**src/hw/gpio_port_b_pkg.sv**
```systemverilog
// Summary of operation
// - Direction bit 1 makes a pin input; 0 drives it as output, per pin.
// - Data register reads return pin levels; writes load the output latch.
// - Data writes are read-modify-write: pins sampled, merged, stored into latch.
// - Direction bits still govern pins selected as analog inputs.
// - Each pin has a weak pull-up active when its enable bit is 1.
// - Pull-ups work only while global disable is clear; reset sets it.
// - Pull-up is off whenever the pin is output or analog input.
// - Analog-selected pins read back 0 and feed their analog function.
// - Analog selection does not stop an output pin driving its latch.
// - Analog-select bits 7..0 map to analog channels 15..8.
// - Per-pin change interrupt enables; reset leaves all disabled.
// - Enabled pins compared to last-read value; OR of mismatches sets change flag.
// - Persisting mismatch keeps setting the flag; port access ends mismatch.
// - Last-read latch survives undervoltage reset; mismatch then re-sets flag.
// - A change coinciding with a port read does not set the flag.
// - The change flag can wake the device from sleep.
// - Per-pin weak pull-down, off while pin is output or analog input.
// - High-drive bit 1 uses shared level code; 0 fixes 30mA.
// - Low-drive bit 1 gives 120mA sink; 0 gives 60mA.
// - Shared 4-bit code: 0000 is zero, 0001 is 2mA, 1111 is 30mA.
// - Flag sets only from mismatches on pins whose change interrupt enable is 1.
package gpio_port_b_pkg;

  // ****************************************
  // Register indexes (byte address = 4 * index)
  // ****************************************
  localparam logic [9:0] IDX_PORT_PIN_DATA = 10'h006;
  localparam logic [9:0] IDX_PORT_DIRECTION = 10'h086;
  localparam logic [9:0] IDX_CHANGE_INTERRUPT_ENABLE = 10'h088;
  localparam logic [9:0] IDX_ANALOG_SELECT_HIGH = 10'h089;
  localparam logic [9:0] IDX_PULL_UP_ENABLE = 10'h095;
  localparam logic [9:0] IDX_PULL_DOWN_ENABLE = 10'h097;
  localparam logic [9:0] IDX_DRIVE_LEVEL_SELECT = 10'h113;
  localparam logic [9:0] IDX_LOW_DRIVE_SELECT = 10'h115;
  localparam logic [9:0] IDX_HIGH_DRIVE_ENABLE = 10'h117;
  localparam logic [9:0] IDX_OPTION = 10'h081;
  localparam logic [9:0] IDX_PERIPHERAL_FLAG_REGISTER_TWO = 10'h00d;

  // ****************************************
  // Field positions
  // ****************************************
  localparam int GLOBAL_PULL_UP_DISABLE_BIT = 7;
  localparam int PORT_CHANGE_FLAG_BIT = 0;
  localparam int DRIVE_LEVEL_CODE_W = 4;
  localparam int CURRENT_MA_W = 5;

  // ****************************************
  // Reset values
  // ****************************************
  localparam logic [7:0] PORT_DIRECTION_RST = 8'hff;
  localparam logic [7:0] CHANGE_INTERRUPT_ENABLE_RST = 8'h00;
  localparam logic [7:0] ANALOG_SELECT_HIGH_RST = 8'h00;
  localparam logic [7:0] PULL_UP_ENABLE_RST = 8'h00;
  localparam logic [7:0] PULL_DOWN_ENABLE_RST = 8'h00;
  localparam logic [3:0] DRIVE_LEVEL_CODE_RST = 4'h0;
  localparam logic [7:0] LOW_DRIVE_SELECT_RST = 8'h00;
  localparam logic [7:0] HIGH_DRIVE_ENABLE_RST = 8'h00;
  localparam logic GLOBAL_PULL_UP_DISABLE_RST = 1'b1;
  localparam logic [7:0] PORT_LATCH_RST = 8'h00;

  // ****************************************
  // Drive currents
  // ****************************************
  localparam logic [3:0] DRIVE_LEVEL_CODE_MAX = 4'hf;
  localparam logic [4:0] HIGH_CURRENT_DEFAULT_MA = 5'h1e;
  localparam int LOW_CURRENT_LARGE_MA = 120;
  localparam int LOW_CURRENT_SMALL_MA = 60;
  localparam int ANALOG_CHANNEL_BASE = 8;

endpackage

```
**src/hw/gpio_port_b.sv**
```systemverilog
// Local design decision: register access over Avalon-MM.
`timescale 1ns/10ps
module gpio_port_b (
  // Clock and resets
  input wire logic core_clk,
  input wire logic rst_n,
  input wire logic brownout_rst,
  // Avalon-MM slave
  input wire logic [11:0] address,
  input wire logic read,
  input wire logic write,
  input wire logic [3:0] byteenable,
  input wire logic [31:0] writedata,
  output logic [31:0] readdata,
  output logic waitrequest,
  // Port pins
  input wire logic [7:0] pin_in,
  output logic [7:0] pin_out,
  output logic [7:0] pin_oe,
  // Pin conditioning
  output logic [7:0] pull_up_on,
  output logic [7:0] pull_down_on,
  output logic [7:0] analog_en,
  output logic [39:0] high_current_ma,
  output logic [7:0] low_drive_large,
  // Change event
  output logic port_change_flag,
  output logic wake
);

  // ****************************************
  // State
  // ****************************************
  typedef struct packed {
    logic [7:0] sync1;
    logic [7:0] sync2;
    logic [7:0] port_latch;
    logic [7:0] direction;
    logic [7:0] change_en;
    logic [7:0] analog_sel;
    logic [7:0] pull_up_en;
    logic [7:0] pull_down_en;
    logic [3:0] drive_level_code;
    logic [7:0] low_drive_sel;
    logic [7:0] high_drive_en;
    logic global_pull_up_disable;
    logic change_flag;
    logic [7:0] last_read;
    logic ack;
    logic [31:0] rdata;
  } state_t;

  state_t s_q;
  state_t s_d;

  // Current in mA for a drive-level code: two per step
  function automatic logic [4:0] code_to_ma(input logic [3:0] code);
    code_to_ma = {code, 1'b0};
  endfunction

  function automatic logic hit(input logic [11:0] addr, input logic [9:0] idx);
    hit = (addr[11:2] == idx);
  endfunction

  // ****************************************
  // Combinational views
  // ****************************************
  logic [7:0] pin_digital;
  logic [7:0] mismatch;
  logic [7:0] lane_mask;
  logic req;
  logic commit_wr;
  logic commit_rd;
  logic port_access;

  // Analog pins always read 0 on the digital side
  assign pin_digital = s_q.sync2 & ~s_q.analog_sel;
  assign mismatch = (pin_digital ^ s_q.last_read) & s_q.change_en;
  assign lane_mask = byteenable[0] ? 8'hff : 8'h00;
  assign req = read | write;
  assign commit_wr = write & s_q.ack;
  assign commit_rd = read & s_q.ack;
  assign port_access = (commit_wr | commit_rd) & hit(address, gpio_port_b_pkg::IDX_PORT_PIN_DATA);

  // One wait state on every access; the answer is ready the cycle after the request
  assign waitrequest = req & ~s_q.ack;
  assign readdata = s_q.rdata;

  // ****************************************
  // Next state
  // ****************************************
  always_comb begin
    s_d = s_q;
    s_d.sync1 = pin_in;
    s_d.sync2 = s_q.sync1;
    s_d.ack = req & ~s_q.ack;

    // Read data is captured while waitrequest is high
    s_d.rdata = 32'h0000_0000;
    if (read & ~s_q.ack) begin
      if (hit(address, gpio_port_b_pkg::IDX_PORT_PIN_DATA)) begin
        s_d.rdata[7:0] = pin_digital;
      end else if (hit(address, gpio_port_b_pkg::IDX_PORT_DIRECTION)) begin
        s_d.rdata[7:0] = s_q.direction;
      end else if (hit(address, gpio_port_b_pkg::IDX_CHANGE_INTERRUPT_ENABLE)) begin
        s_d.rdata[7:0] = s_q.change_en;
      end else if (hit(address, gpio_port_b_pkg::IDX_ANALOG_SELECT_HIGH)) begin
        s_d.rdata[7:0] = s_q.analog_sel;
      end else if (hit(address, gpio_port_b_pkg::IDX_PULL_UP_ENABLE)) begin
        s_d.rdata[7:0] = s_q.pull_up_en;
      end else if (hit(address, gpio_port_b_pkg::IDX_PULL_DOWN_ENABLE)) begin
        s_d.rdata[7:0] = s_q.pull_down_en;
      end else if (hit(address, gpio_port_b_pkg::IDX_DRIVE_LEVEL_SELECT)) begin
        s_d.rdata[3:0] = s_q.drive_level_code;
      end else if (hit(address, gpio_port_b_pkg::IDX_LOW_DRIVE_SELECT)) begin
        s_d.rdata[7:0] = s_q.low_drive_sel;
      end else if (hit(address, gpio_port_b_pkg::IDX_HIGH_DRIVE_ENABLE)) begin
        s_d.rdata[7:0] = s_q.high_drive_en;
      end else if (hit(address, gpio_port_b_pkg::IDX_OPTION)) begin
        s_d.rdata[gpio_port_b_pkg::GLOBAL_PULL_UP_DISABLE_BIT] = s_q.global_pull_up_disable;
      end else if (hit(address, gpio_port_b_pkg::IDX_PERIPHERAL_FLAG_REGISTER_TWO)) begin
        s_d.rdata[gpio_port_b_pkg::PORT_CHANGE_FLAG_BIT] = s_q.change_flag;
      end
    end

    // Any port access refreshes the comparison latch, ending the mismatch
    if (port_access) begin
      s_d.last_read = pin_digital;
    end

    if (commit_wr & byteenable[0]) begin
      if (hit(address, gpio_port_b_pkg::IDX_PORT_DIRECTION)) begin
        s_d.direction = writedata[7:0];
      end else if (hit(address, gpio_port_b_pkg::IDX_CHANGE_INTERRUPT_ENABLE)) begin
        s_d.change_en = writedata[7:0];
      end else if (hit(address, gpio_port_b_pkg::IDX_ANALOG_SELECT_HIGH)) begin
        s_d.analog_sel = writedata[7:0];
      end else if (hit(address, gpio_port_b_pkg::IDX_PULL_UP_ENABLE)) begin
        s_d.pull_up_en = writedata[7:0];
      end else if (hit(address, gpio_port_b_pkg::IDX_PULL_DOWN_ENABLE)) begin
        s_d.pull_down_en = writedata[7:0];
      end else if (hit(address, gpio_port_b_pkg::IDX_DRIVE_LEVEL_SELECT)) begin
        s_d.drive_level_code = writedata[3:0];
      end else if (hit(address, gpio_port_b_pkg::IDX_LOW_DRIVE_SELECT)) begin
        s_d.low_drive_sel = writedata[7:0];
      end else if (hit(address, gpio_port_b_pkg::IDX_HIGH_DRIVE_ENABLE)) begin
        s_d.high_drive_en = writedata[7:0];
      end else if (hit(address, gpio_port_b_pkg::IDX_OPTION)) begin
        s_d.global_pull_up_disable = writedata[gpio_port_b_pkg::GLOBAL_PULL_UP_DISABLE_BIT];
      end
    end

    // Pins are sampled and merged with the written byte; a disabled lane
    // copies pin levels into the latch, which is the read-modify-write hazard
    if (commit_wr & hit(address, gpio_port_b_pkg::IDX_PORT_PIN_DATA)) begin
      s_d.port_latch = (pin_digital & ~lane_mask) | (writedata[7:0] & lane_mask);
    end

    // Software clears by writing 0; a concurrent set still wins
    if (commit_wr & byteenable[0] & hit(address, gpio_port_b_pkg::IDX_PERIPHERAL_FLAG_REGISTER_TWO)) begin
      if (!writedata[gpio_port_b_pkg::PORT_CHANGE_FLAG_BIT]) begin
        s_d.change_flag = 1'b0;
      end
    end
    // A change seen in the access cycle is dropped, like a read in the second phase
    if ((|mismatch) && !port_access) begin
      s_d.change_flag = 1'b1;
    end

    // Undervoltage reset restores the control registers but not the
    // comparison latch, so a lasting mismatch re-sets the flag afterwards
    if (brownout_rst) begin
      s_d.port_latch = s_q.port_latch;
      s_d.direction = gpio_port_b_pkg::PORT_DIRECTION_RST;
      s_d.change_en = gpio_port_b_pkg::CHANGE_INTERRUPT_ENABLE_RST;
      s_d.analog_sel = gpio_port_b_pkg::ANALOG_SELECT_HIGH_RST;
      s_d.pull_up_en = gpio_port_b_pkg::PULL_UP_ENABLE_RST;
      s_d.pull_down_en = gpio_port_b_pkg::PULL_DOWN_ENABLE_RST;
      s_d.drive_level_code = gpio_port_b_pkg::DRIVE_LEVEL_CODE_RST;
      s_d.low_drive_sel = gpio_port_b_pkg::LOW_DRIVE_SELECT_RST;
      s_d.high_drive_en = gpio_port_b_pkg::HIGH_DRIVE_ENABLE_RST;
      s_d.global_pull_up_disable = gpio_port_b_pkg::GLOBAL_PULL_UP_DISABLE_RST;
      s_d.change_flag = 1'b0;
      s_d.last_read = s_q.last_read;
      s_d.ack = 1'b0;
    end
  end

  // ****************************************
  // Registers
  // ****************************************
  always_ff @(posedge core_clk or negedge rst_n) begin
    if (!rst_n) begin
      s_q.sync1 <= 8'h00;
      s_q.sync2 <= 8'h00;
      // Latch content is undefined to software; zero only keeps simulation clean
      s_q.port_latch <= gpio_port_b_pkg::PORT_LATCH_RST;
      s_q.direction <= gpio_port_b_pkg::PORT_DIRECTION_RST;
      s_q.change_en <= gpio_port_b_pkg::CHANGE_INTERRUPT_ENABLE_RST;
      s_q.analog_sel <= gpio_port_b_pkg::ANALOG_SELECT_HIGH_RST;
      s_q.pull_up_en <= gpio_port_b_pkg::PULL_UP_ENABLE_RST;
      s_q.pull_down_en <= gpio_port_b_pkg::PULL_DOWN_ENABLE_RST;
      s_q.drive_level_code <= gpio_port_b_pkg::DRIVE_LEVEL_CODE_RST;
      s_q.low_drive_sel <= gpio_port_b_pkg::LOW_DRIVE_SELECT_RST;
      s_q.high_drive_en <= gpio_port_b_pkg::HIGH_DRIVE_ENABLE_RST;
      s_q.global_pull_up_disable <= gpio_port_b_pkg::GLOBAL_PULL_UP_DISABLE_RST;
      s_q.change_flag <= 1'b0;
      s_q.last_read <= 8'h00;
      s_q.ack <= 1'b0;
      s_q.rdata <= 32'h0000_0000;
    end else begin
      s_q <= s_d;
    end
  end

  // ****************************************
  // Pin outputs
  // ****************************************
  // Direction alone decides driving, analog selection does not interfere
  assign pin_oe = ~s_q.direction;
  assign pin_out = s_q.port_latch;
  // Bit n feeds analog channel 8 + n
  assign analog_en = s_q.analog_sel;
  assign pull_up_on = s_q.pull_up_en & s_q.direction & ~s_q.analog_sel
                      & {8{~s_q.global_pull_up_disable}};
  assign pull_down_on = s_q.pull_down_en & s_q.direction & ~s_q.analog_sel;
  assign low_drive_large = s_q.low_drive_sel;
  assign port_change_flag = s_q.change_flag;
  assign wake = s_q.change_flag;

  always_comb begin
    high_current_ma = 40'h00_0000_0000;
    for (int i = 0; i < 8; i++) begin
      high_current_ma[i*5 +: 5] = s_q.high_drive_en[i] ? code_to_ma(s_q.drive_level_code)
                                                        : gpio_port_b_pkg::HIGH_CURRENT_DEFAULT_MA;
    end
  end

  // ****************************************
  // Assertions
  // ****************************************
  AST_DIR_WRITE: assert property (@(posedge core_clk) disable iff (!rst_n)
    (write && !waitrequest && byteenable[0] && !brownout_rst && hit(address, gpio_port_b_pkg::IDX_PORT_DIRECTION))
    |=> (pin_oe == ~$past(writedata[7:0])))
    else $error("direction write not reflected on output enables");

  AST_READ_PINS: assert property (@(posedge core_clk) disable iff (!rst_n)
    (read && waitrequest && !brownout_rst && hit(address, gpio_port_b_pkg::IDX_PORT_PIN_DATA))
    |=> (readdata[7:0] == $past(s_q.sync2 & ~s_q.analog_sel)) && !waitrequest)
    else $error("port read does not return digital pin levels");

  AST_RMW_LANE: assert property (@(posedge core_clk) disable iff (!rst_n)
    (write && !waitrequest && !byteenable[0] && !brownout_rst && hit(address, gpio_port_b_pkg::IDX_PORT_PIN_DATA))
    |=> (pin_out == $past(pin_digital)))
    else $error("port write did not load sampled pins into latch");

  AST_PULLUP_OFF: assert property (@(posedge core_clk) disable iff (!rst_n)
    !(|(pull_up_on & (pin_oe | analog_en))))
    else $error("pull-up active on output or analog pin");

  AST_GLOBAL_PU: assert property (@(posedge core_clk) disable iff (!rst_n)
    s_q.global_pull_up_disable |-> (pull_up_on == 8'h00))
    else $error("pull-up active while globally disabled");

  AST_PULLDOWN_OFF: assert property (@(posedge core_clk) disable iff (!rst_n)
    (pull_down_on & (pin_oe | analog_en)) == 8'h00)
    else $error("pull-down active on output or analog pin");

  AST_FLAG_SET: assert property (@(posedge core_clk) disable iff (!rst_n)
    ((|mismatch) && !port_access && !brownout_rst) |=> port_change_flag [*1] ##1 1'b1)
    else $error("mismatch did not set change flag");

  AST_NO_SET_ON_READ: assert property (@(posedge core_clk) disable iff (!rst_n)
    (!port_change_flag && port_access) |=> !port_change_flag)
    else $error("change flag set in port access cycle");

  AST_LAST_READ_KEEP: assert property (@(posedge core_clk) disable iff (!rst_n)
    brownout_rst |=> $stable(s_q.last_read))
    else $error("comparison latch lost on undervoltage reset");

  AST_WAKE: assert property (@(posedge core_clk) disable iff (!rst_n)
    $rose(wake) |-> ($past(|mismatch) && !$past(port_access)))
    else $error("wake raised without a pin mismatch");

  AST_DEFAULT_30MA: assert property (@(posedge core_clk) disable iff (!rst_n)
    !s_q.high_drive_en[0] |-> (high_current_ma[4:0] == gpio_port_b_pkg::HIGH_CURRENT_DEFAULT_MA))
    else $error("pin 0 high current not at default");

  AST_CODE_STEP: assert property (@(posedge core_clk) disable iff (!rst_n)
    s_q.high_drive_en[7] |-> (high_current_ma[39:35] == 5'(2 * s_q.drive_level_code)))
    else $error("pin 7 high current not twice the code");

  AST_ONE_WAIT: assert property (@(posedge core_clk) disable iff (!rst_n)
    $rose(read | write) |-> waitrequest ##1 !waitrequest)
    else $error("bus answer not after exactly one wait state");

endmodule // gpio_port_b

```
**config.mk**
```make
export PLATFORM = sky130hd
export DESIGN_NAME = gpio_port_b
export DESIGN_NICKNAME = d
export VERILOG_FILES = /design/src/hw/gpio_port_b_pkg.sv /design/src/hw/gpio_port_b.sv
export SDC_FILE = /design/constraint.sdc
export NUM_CORES = 1
export LEC_CHECK = 0
export ABC_AREA = 1
export BUFFER_PORTS_ARGS = -buffer_cell sky130_fd_sc_hd__buf_2
export CELL_PAD_IN_SITES_DETAIL_PLACEMENT = 0
export CELL_PAD_IN_SITES_GLOBAL_PLACEMENT = 2
export CORE_MARGIN = 5
export CORE_UTILIZATION = 29
export DETAILED_ROUTE_END_ITERATION = 7
export GPL_TIMING_DRIVEN = 0
export PLACE_DENSITY_LB_ADDON = 0.1
export SLEW_MARGIN = 20
export SYNTH_ARGS = -nofsm -noshare
export SYNTH_HDL_FRONTEND = slang
export SYNTH_SLANG_ARGS = --single-unit
```
**constraint.sdc**
```tcl
create_clock -name core_clk -period 1.75 [get_ports core_clk]
set_input_delay 0 -clock core_clk [delete_from_list [all_inputs] [get_ports core_clk]]
set_output_delay 0 -clock core_clk [all_outputs]
set_load 0.005 [all_outputs]
```
==> flow_summary_export.csv, run 1 <==
group,metric,value,unit
outcome,outcome,"completed",
logic_synthesis,synth-seq-area-share,45.3,%
logic_synthesis,synth_area,0.00571,sq mm
power,leakagePower,3.66,nW
cts,cts_sinks,103,
power,power_frac_clock,36.1,%
setup_path,crit_fanout,6,
timing,tightestPinTransition,0.623,ns
cts,clk_latency,0.36,ns
setup_path,required,2.03,ns
setup_path,cp_data_arrival_time,1.94,ns
power,seqPwrFrac,46.0,%
detailed_routing,wl_per_cell,16.1,um
logic_synthesis,synth-seq-cells,103,
cells_and_area,syn_to_final_growth,28.1,%
floorplan,row_count,51,
power,p_int,4.17,mW
logic_synthesis,ys.warnings.count,0,
cts,cts_made_buffers,9,
detailed_routing,avgViaCountPerCell,4.46,
detailed_routing,drtPass1Iterations,5,
detailed_routing,postRouteAntennaNets,0,
timing,setup_viol,0,
floorplan,initial_core_util,29.5,%
cts,cts_buffer_depth,2,
setup_path,end_kind,"register",
floorplan,core-area,0.0194,sq mm
timing,finalWorstPathRequiredPeriod,1.66,ns
cells_and_area,fin_nets,951,
power,sw_frac_of_total,30.2,%
grt,grt_pass1_vias,5135,
cells_and_area,final_common_cell,"nand2_1",
hold_path,hp-class,"in2reg",
logic_synthesis,syn-mean-instance-area,8.08,sq um
timing,rsz0062_at_grt,"false",
timing,finalHoldViolCount,0,
detailed_routing,wl,18700,um
cells_and_area,finalNonFillerCells,1160,
timing,holdWs,0.00896,ns
grt,grt_pass1_wl,29200,um
cells_and_area,mostFrequentLayoutCells,"180 x nand2_1, 126 x buf_2, 94 x dfrtp_1",
grt,grt_overflow,0,
placed_design,dpl.hpwl,15200,um
placed_design,port_buffers,122,
timing,fin_crit_sh,94.6,%
grt,grt_usage,16.9,%
floorplan,die_area,0.0226,sq mm
power,power.switching,1.80,mW
timing,max_freq,604,MHz
placed_design,gp_congestion,0.809,
cts,htree_levels,3,
floorplan,die_y,150,um
cts,clk_pin_slew_worst_paths,0.08,ns
detailed_routing,drc,0,
timing,setup_tns,0,ns
logic_synthesis,netlist_instances,707,
logic_synthesis,ys_types,42,
cells_and_area,drive_gt1_share,31.8,%
detailed_routing,dr_total_vias,5168,
power,powerDensity,816,mW/mm^2
timing,skew,0.0130,ns
setup_path,rrSetupSlack,0.09,ns
grt,antenna_found_initial,0,
timing,slew_violations,0,
placed_design,post-place-cells,1126,
cts,cts_tree,"done",
cells_and_area,nFillCells,2150,
logic_synthesis,yosysTopAreaCellShare,41.2,%
floorplan,die_w,150,um
power,ir_drop,463,uV
setup_path,crit_path_start_kind,"register",
grt,grt_max_degree,65,
floorplan,ios,184,
cts,clockRootBuffer,"clkbuf_16",
timing,setup_ws,0.0938,ns
setup_path,critical_path_class,"reg2reg",
timing,relSlewSlack,58.5,%
run,drv_cap,0,
placed_design,pre_cts_ws,-0.137,ns
logic_synthesis,synth_area_leader_cell,"dfrtp_1",
detailed_routing,drt_iter0_drc,275,
cells_and_area,diodes,0,
power,pwr-share-comb,17.9,%
logic_synthesis,synth.area.top_cells,"dfrtp_1 41%, nand2_1 12%, buf_4 8.7%",
## kinds of logic after synthesis
family,share of synthesized area [%]
buffers and inverters,15.2
other,0.0656
AO/OA/AOI/OAI,15.0
XOR/XNOR,0.613
flip-flops,45.3
AND/OR/NAND/NOR,23.9
## routing by layer
| metal | track usage (%) | up-vias | share of wire, % |
|---|---|---|---|
| li1 | - | 2548 | - |
| met1 | 24.1 | 2470 | 48 |
| met2 | 26.6 | 135 | 46 |
| met3 | 3.01 | 15 | 5.2 |
| met4 | 4.39 | 0 | 1.4 |
| met5 | 0 | - | 0 |
## timing repair
action / 4_1_cts / 5_1_grt
setup buffers: 0 / 1
pin swaps: 0 / 1
resized for setup: 1 / 3
endpoints found under the hold margin: 117 / 0
hold buffers: 18 / 0
endpoints found under the setup margin: 6 / 6
## state kept, by name, indices dropped and copies added (netlist names)
signal,cells
analog_en,8
s_q,62
pin_out,8
low_drive_large,8
readdata,8
port_change_flag,1
s_d,8
## worst max-delay path, stage by stage (launching register included)
cell,delay (ns)
dfrtp_1,0.46
nand2_2,0.15
o21ai_4,0.28
o21ai_4,0.10
inv_4,0.11
o21ai_0,0.24
o21ai_0,0.24
## layout make-up
class	count	area, sq um	area share, %
buffer	79	581	7.94
clock inverter	7	85.1	1.16
inverter	74	282	3.85
tap	265	332	4.53
clock buffer	9	225	3.08
timing repair buffer	142	832	11.4
multi-input combinational	481	2390	32.7
sequential	103	2590	35.4
## worst paths after layout
kind,cells past startpoint,startpoint,endpoint
worst max-delay path,6,s_q[32],s_q[42]
worst min-delay path,3,writedata[7],s_q[102]
worst max register to register,6,s_q[32],s_q[42]
worst min register to register,0,s_d[112],s_q[112]
max in group asynchronous,3,rst_n,s_q[95]
min in group asynchronous,2,rst_n,s_q[68]
## cells in the mapped netlist (all sizes together)
| library cell | number |
|---|---|
| nand2 | 196 |
| o21ai | 119 |
| dfrtp | 94 |
| buf | 76 |
| inv | 70 |
| nor2 | 55 |
| nand3 | 20 |
| a21oi | 18 |
| nor3 | 12 |
| nand4 | 10 |
| dfstp | 9 |
| clkbuf | 4 |
| clkinv | 4 |
| nor4 | 4 |
| xor2 | 4 |
| a31oi | 3 |
| o22ai | 3 |
| o211ai | 2 |
| a21o | 1 |
| conb | 1 |
| o21bai | 1 |
| or2 | 1 |
## power groups by stage
stage	clock [mW]	sequential [mW]	combinational [mW]
after global placement	0	2.78	1.04
after global routing	2.31	2.77	1.21
final	2.16	2.75	1.07
after floorplan	0	2.72	0.617
after CTS	2.22	2.75	1.09
after detailed placement	0	2.78	1.07
## per-stage QoR
step	power, mW	instance area, sq um	util (%)
2_1_floorplan	3.34	5830	-
3_3_place_gp	3.82	6770	34.9
3_5_place_dp	3.85	6810	35.1
4_1_cts	6.06	7290	37.6
5_1_grt	6.29	7320	37.7
6_report	5.97	7320	37.7
(Power assumes the default switching activity.)
==> run 2, diff against run 1 <==
--- a/config.mk
+++ b/config.mk
@@ -10,7 +10,7 @@
 export CELL_PAD_IN_SITES_DETAIL_PLACEMENT = 0
 export CELL_PAD_IN_SITES_GLOBAL_PLACEMENT = 2
 export CORE_MARGIN = 5
-export CORE_UTILIZATION = 29
+export CORE_UTILIZATION = 31
 export DETAILED_ROUTE_END_ITERATION = 7
 export GPL_TIMING_DRIVEN = 0
 export PLACE_DENSITY_LB_ADDON = 0.1
==> constraint.sdc (replaced) <==
create_clock -name core_clk -period 1.92 [get_ports core_clk]
set_input_delay 0 -clock core_clk [delete_from_list [all_inputs] [get_ports core_clk]]
set_output_delay 0 -clock core_clk [all_outputs]
set_load 0.005 [all_outputs]
==> run 2 against run 1 <==
  * Hold slack lost 0.0050 ns
  * Via count is 2.1% lower
  * First-iteration DRC count grew 2.9%
  * Final area fell by 0.89%
  * Combinational power shrank 9.6%
  * Die area is 6.0% lower
  * Count of clock-buffer cells in the layout is 3 higher
  * Clock skew fell by 0.0064 ns
  * Critical path type unchanged
==> flow_summary_export.csv, run 2 (synthesis gave the netlist of run 1 again) <==
group,metric,value,unit
outcome,outcome,"completed",
timing,fin_crit_sh,87.9,%
placed_design,port_buffers,122,
setup_path,crit_fanout,8,
floorplan,ios,184,
cells_and_area,nFillCells,1933,
power,leakagePower,3.65,nW
timing,finalWorstPathRequiredPeriod,1.69,ns
power,ir_drop,402,uV
power,seqPwrFrac,46.3,%
cells_and_area,mostFrequentLayoutCells,"181 x nand2_1, 126 x buf_2, 94 x dfrtp_1",
setup_path,cp_cell_sequence,"nand2_1 > nor2_2 > a31oi_1 > o21ai_0",
detailed_routing,avgViaCountPerCell,4.50,
detailed_routing,wl,18300,um
setup_path,crit_end,"s_q[60]",
timing,finalHoldViolCount,0,
cells_and_area,largest_register_ff_count,62,
power,pwr-share-comb,17.9,%
power,powerDensity,745,mW/mm^2
power,finalPower,5.40,mW
grt,antenna_found_initial,0,
timing,max_freq,593,MHz
setup_path,required,2.12,ns
grt,grt_usage,17.3,%
hold_path,min_path_cells,3,
power,power.switching,1.56,mW
cts,cts_sinks,103,
detailed_routing,postRouteAntennaNets,0,
timing,setup_viol,0,
timing,relSlewSlack,50.3,%
timing,slew_violations,0,
timing,tightestPinTransition,0.742,ns
run,drv_cap,0,
grt,grt_max_degree,58,
floorplan,die_y,146,um
cts,clk_latency,0.35,ns
floorplan,die_area,0.0212,sq mm
setup_path,end_kind,"register",
cts,cts_made_buffers,9,
power,p_int,3.84,mW
setup_path,cp_data_arrival_time,1.89,ns
setup_path,path_delay_family,"compound AO/OA/AOI/OAI gates",
power,power_frac_clock,35.8,%
placed_design,dpl.hpwl,14800,um
setup_path,worst-path-buf-inv,0,
floorplan,initial_core_util,31.7,%
cts,cts_buffer_depth,2,
cts,cts_tree,"done",
cells_and_area,final_common_cell,"nand2_1",
cells_and_area,final_area,0.00725,sq mm
setup_path,timing.rr.end,"s_q[60]",
setup_path,slowest_stage,"a31oi_1",
cells_and_area,syn_to_final_growth,26.9,%
setup_path,critical_path_class,"reg2reg",
detailed_routing,dr_total_vias,5059,
cells_and_area,diodes,0,
setup_path,worstRegToRegCells,4,
cts,post_cts_buffers,0,
timing,skew,0.00658,ns
grt,grt_overflow,0,
placed_design,gp_congestion,0.843,
cells_and_area,fin_nets,950,
cts,clk_pin_slew_worst_paths,0.07,ns
setup_path,path_depth,4,
setup_path,crit_path_start_kind,"register",
detailed_routing,drc,0,
grt,grt_pass1_vias,5002,
detailed_routing,drtPass1Iterations,5,
cells_and_area,top_register,"s_q",
cells_and_area,drive_gt1_share,31.4,%
cts,htree_levels,3,
detailed_routing,drt_iter0_drc,283,
detailed_routing,wl_per_cell,16.3,um
setup_path,r2r-start,"s_q[32]",
setup_path,rrSetupSlack,0.23,ns
power,sw_frac_of_total,28.9,%
floorplan,die_w,146,um
placed_design,place_area,0.00676,sq mm
floorplan,core-area,0.0180,sq mm
grt,grt_pass1_wl,29100,um
cts,clockRootBuffer,"clkbuf_16",
setup_path,startpoint,"s_q[32]",
floorplan,row_count,49,
timing,rsz0062_at_grt,"false",
setup_path,cp_slowest_stage_delay,0.60,ns
hold_path,hp-class,"in2reg",
run 2: power groups by stage:
stage | clock [mW] | combinational (mW) | sequential, mW
detailed placement | 0 | 0.964 | 2.53
floorplan | 0 | 0.563 | 2.48
finish | 1.93 | 0.967 | 2.50
global route | 2.09 | 1.09 | 2.53
global placement | 0 | 0.944 | 2.53
CTS | 1.99 | 0.997 | 2.49
run 2: timing repair:
action / CTS / global route
hold buffers: 18 / 0
gates resized for setup: 0 / 1
endpoints found under the setup margin: 0 / 3
endpoints found under the hold margin: 63 / 0
run 2: worst min path at each step:
| stage | startpoint | end |
|---|---|---|
| 2_1_floorplan | rst_n | analog_en[0] |
| 3_3_place_gp | pin_in[7] | s_d[118] |
| 3_5_place_dp | rst_n | low_drive_large[3] |
| 4_1_cts | writedata[7] | s_q[102] |
| 5_1_grt | writedata[7] | s_q[102] |
| 6_report | writedata[7] | s_q[102] |
run 2: cell type report:
cell class / count / area [sq um] / area share (%)
timing repair buffer: 141 / 825 / 11.4
clock inverter: 4 / 55.1 / 0.759
clock buffer: 12 / 256 / 3.54
tap: 229 / 287 / 3.95
sequential: 103 / 2590 / 35.7
buffer: 79 / 581 / 8.01
multi-input combinational: 481 / 2380 / 32.8
inverter: 74 / 282 / 3.88
run 2: worst reg2reg max path: stages (launching register included):
cell and delay, ns:
dfrtp_1 0.44, nand2_1 0.19, nor2_2 0.12, a31oi_1 0.61, o21ai_0 0.18
run 2: per-stage QoR:
stage,hold slack (ns),setup TNS (ns),instances,setup slack [ns],util (%)
floorplan,-0.296,0,738,0.544,-
global placement,0.109,-33.37,1089,-0.364,37.3
detailed placement,-0.0187,0,1090,0.0631,37.5
CTS,0.0212,0,1124,0.0414,40.2
global route,0.0277,0,1123,0.0461,40.2
finish,0.00393,0,1123,0.233,40.2
run 2: routing by layer:
metal,wire [um],up-vias,track usage (%)
met5,0,-,0
met4,160,0,2.94
met3,850,16,3.43
li1,-,2547,-
met2,8310,141,26.9
met1,8970,2355,25.2
==> run 3, diff against run 2 <==
--- a/config.mk
+++ b/config.mk
@@ -14,6 +14,7 @@
 export DETAILED_ROUTE_END_ITERATION = 7
 export GPL_TIMING_DRIVEN = 0
 export PLACE_DENSITY_LB_ADDON = 0.1
+export RECOVER_POWER = 100
 export SLEW_MARGIN = 20
 export SYNTH_ARGS = -nofsm -noshare
 export SYNTH_HDL_FRONTEND = slang
==> run 3 against run 2 <==
  * Worst setup slack worse by 0.066 ns
  * Die area stayed put
  * Total power is 0.95% lower
  * Sequential power hardly changed
  * Largest cell class unchanged
  * Fmax is 3.8% lower
  * Critical path depth is 3 higher
==> flow_summary_export.csv, run 3 (synthesis gave the netlist of run 1 again) <==
group,metric,value,unit
outcome,outcome,"completed",
grt,grt_overflow,0,
hold_path,hp-class,"in2reg",
cells_and_area,top_register,"s_q",
floorplan,row_count,49,
timing,fin_crit_sh,91.3,%
power,finalPower,5.35,mW
cells_and_area,finalNonFillerCells,1123,
timing,relSlewSlack,13.1,%
grt,grt_pass1_vias,5002,
timing,setup_tns,0,ns
floorplan,ios,184,
timing,setup_ws,0.167,ns
cts,htree_levels,3,
timing,holdWs,0.00547,ns
cts,clk_latency,0.35,ns
grt,grt_usage,17.3,%
setup_path,cp_cell_sequence,"nand2_1 > o21ai_4 > o21ai_1 > inv_4 > o21ai_4 > clkbuf_2 > o21ai_0",
cts,clockRootBuffer,"clkbuf_16",
setup_path,critical_path_class,"reg2reg",
grt,use_met1,25.2,%
setup_path,crit_fanout,10,
cts,cts_sinks,103,
cells_and_area,final_area,0.00712,sq mm
timing,slew_violations,0,
timing,skew,0.00750,ns
cells_and_area,drive_gt1_share,24.6,%
setup_path,required,2.18,ns
power,leakagePower,3.48,nW
setup_path,crit_path_start_kind,"register",
grt,top_usage_layer,"met2",
timing,finalHoldViolCount,0,
cts,post_cts_buffers,0,
placed_design,pre_cts_ws,0.0631,ns
run,drv_cap,0,
timing,setup_viol,0,
timing,max_freq,570,MHz
cells_and_area,final_util,39.5,%
placed_design,gp_congestion,0.843,
floorplan,initial_core_util,31.7,%
detailed_routing,wl,18200,um
timing,rsz0062_at_grt,"false",
cells_and_area,final_common_cell,"nand2_1",
power,ir_drop,401,uV
placed_design,post-place-cells,1090,
cells_and_area,fin_nets,950,
detailed_routing,dr_total_vias,5021,
timing,tightestPinTransition,1.30,ns
timing,finalWorstPathRequiredPeriod,1.75,ns
floorplan,die_y,146,um
placed_design,dpl.hpwl,14800,um
detailed_routing,postRouteAntennaNets,0,
setup_path,slowest_stage,"dfrtp_1",
grt,grt_pass1_wl,29100,um
placed_design,port_buffers,122,
cells_and_area,syn_to_final_growth,24.7,%
power,powerDensity,751,mW/mm^2
floorplan,die_w,146,um
floorplan,die_area,0.0212,sq mm
grt,grt_max_degree,58,
cells_and_area,mostFrequentLayoutCells,"187 x nand2_1, 94 x dfrtp_1, 93 x o21ai_0",
setup_path,cp_slowest_stage_delay,0.44,ns
placed_design,place_area,0.00676,sq mm
detailed_routing,drt_iter0_drc,320,
cts,cts_buffer_depth,2,
cts,cts_made_buffers,9,
setup_path,end_kind,"register",
cells_and_area,diodes,0,
setup_path,path_common_cell,"o21ai_4",
grt,grtUsageMet2,26.9,%
cts,cts_tree,"done",
grt,antenna_found_initial,0,
detailed_routing,drtPass1Iterations,4,
floorplan,core-area,0.0180,sq mm
cells_and_area,largest_register_ff_count,62,
grt,grtUsageMet3,3.43,%
detailed_routing,drc,0,
cts,clk_pin_slew_worst_paths,0.07,ns
detailed_routing,avgViaCountPerCell,4.47,
detailed_routing,wl_per_cell,16.2,um
setup_path,cp_data_arrival_time,2.02,ns
==> run 3: cell types whose count changed in the layout (fill, tap and decap cells not counted), sizes merged <==
cell	change
buf	-72
clkbuf	+72
==> run 3: timing repair <==
item	in CTS	in global routing
hold buffers	18	0
gates resized for setup	0	1
endpoints found under the hold margin	63	0
setup endpoints to repair	0	3
==> run 3: path summary, 6_finish.rpt <==
check | from | end | slack (ns) | depth (start not counted)
setup / recovery | s_q[32] | low_drive_large[1] | 0.17 | 7
hold / removal | writedata[7] | s_q[102] | 0.005 | 3
setup reg to reg | s_q[32] | low_drive_large[1] | 0.17 | 7
hold reg to reg | s_d[112] | s_q[112] | 0.35 | 0
max in group asynchronous | rst_n | s_q[99] | 0.51 | 3
min in group asynchronous | rst_n | low_drive_large[3] | 0.47 | 2
==> run 3: per-layer routing <==
metal,up-vias,share of wire [%]
met1,2352,49
li1,2539,-
met4,0,0.73
met2,116,45
met3,14,5.2
met5,-,0
==> run 3: final cells by class <==
| cell class | count | area (sq um) |
|---|---|---|
| buffer | 79 | 557 |
| clock inverter | 4 | 55.1 |
| inverter | 74 | 282 |
| multi-input combinational | 481 | 2330 |
| clock buffer | 12 | 256 |
| fill | 1963 | 10900 |
| tap | 229 | 287 |
| sequential | 103 | 2590 |
| timing repair buffer | 141 | 769 |
==> run 3: critical path: cells and delay by family, from the launching register on <==
| family | cells | cell delay, ns |
|---|---|---|
| DFF | 1 | 0.44 |
| AOI/OAI and AO/OA | 4 | 0.68 |
| buffers and inverters | 2 | 0.37 |
| and+or+nand+nor | 1 | 0.16 |
==> run 3: power breakdown <==
part           switching, mW  leakage [nW]  internal [mW]
Sequential             0.160          1.31           2.33
Clock                  0.847         0.149           1.09
Combinational          0.541          2.03          0.382
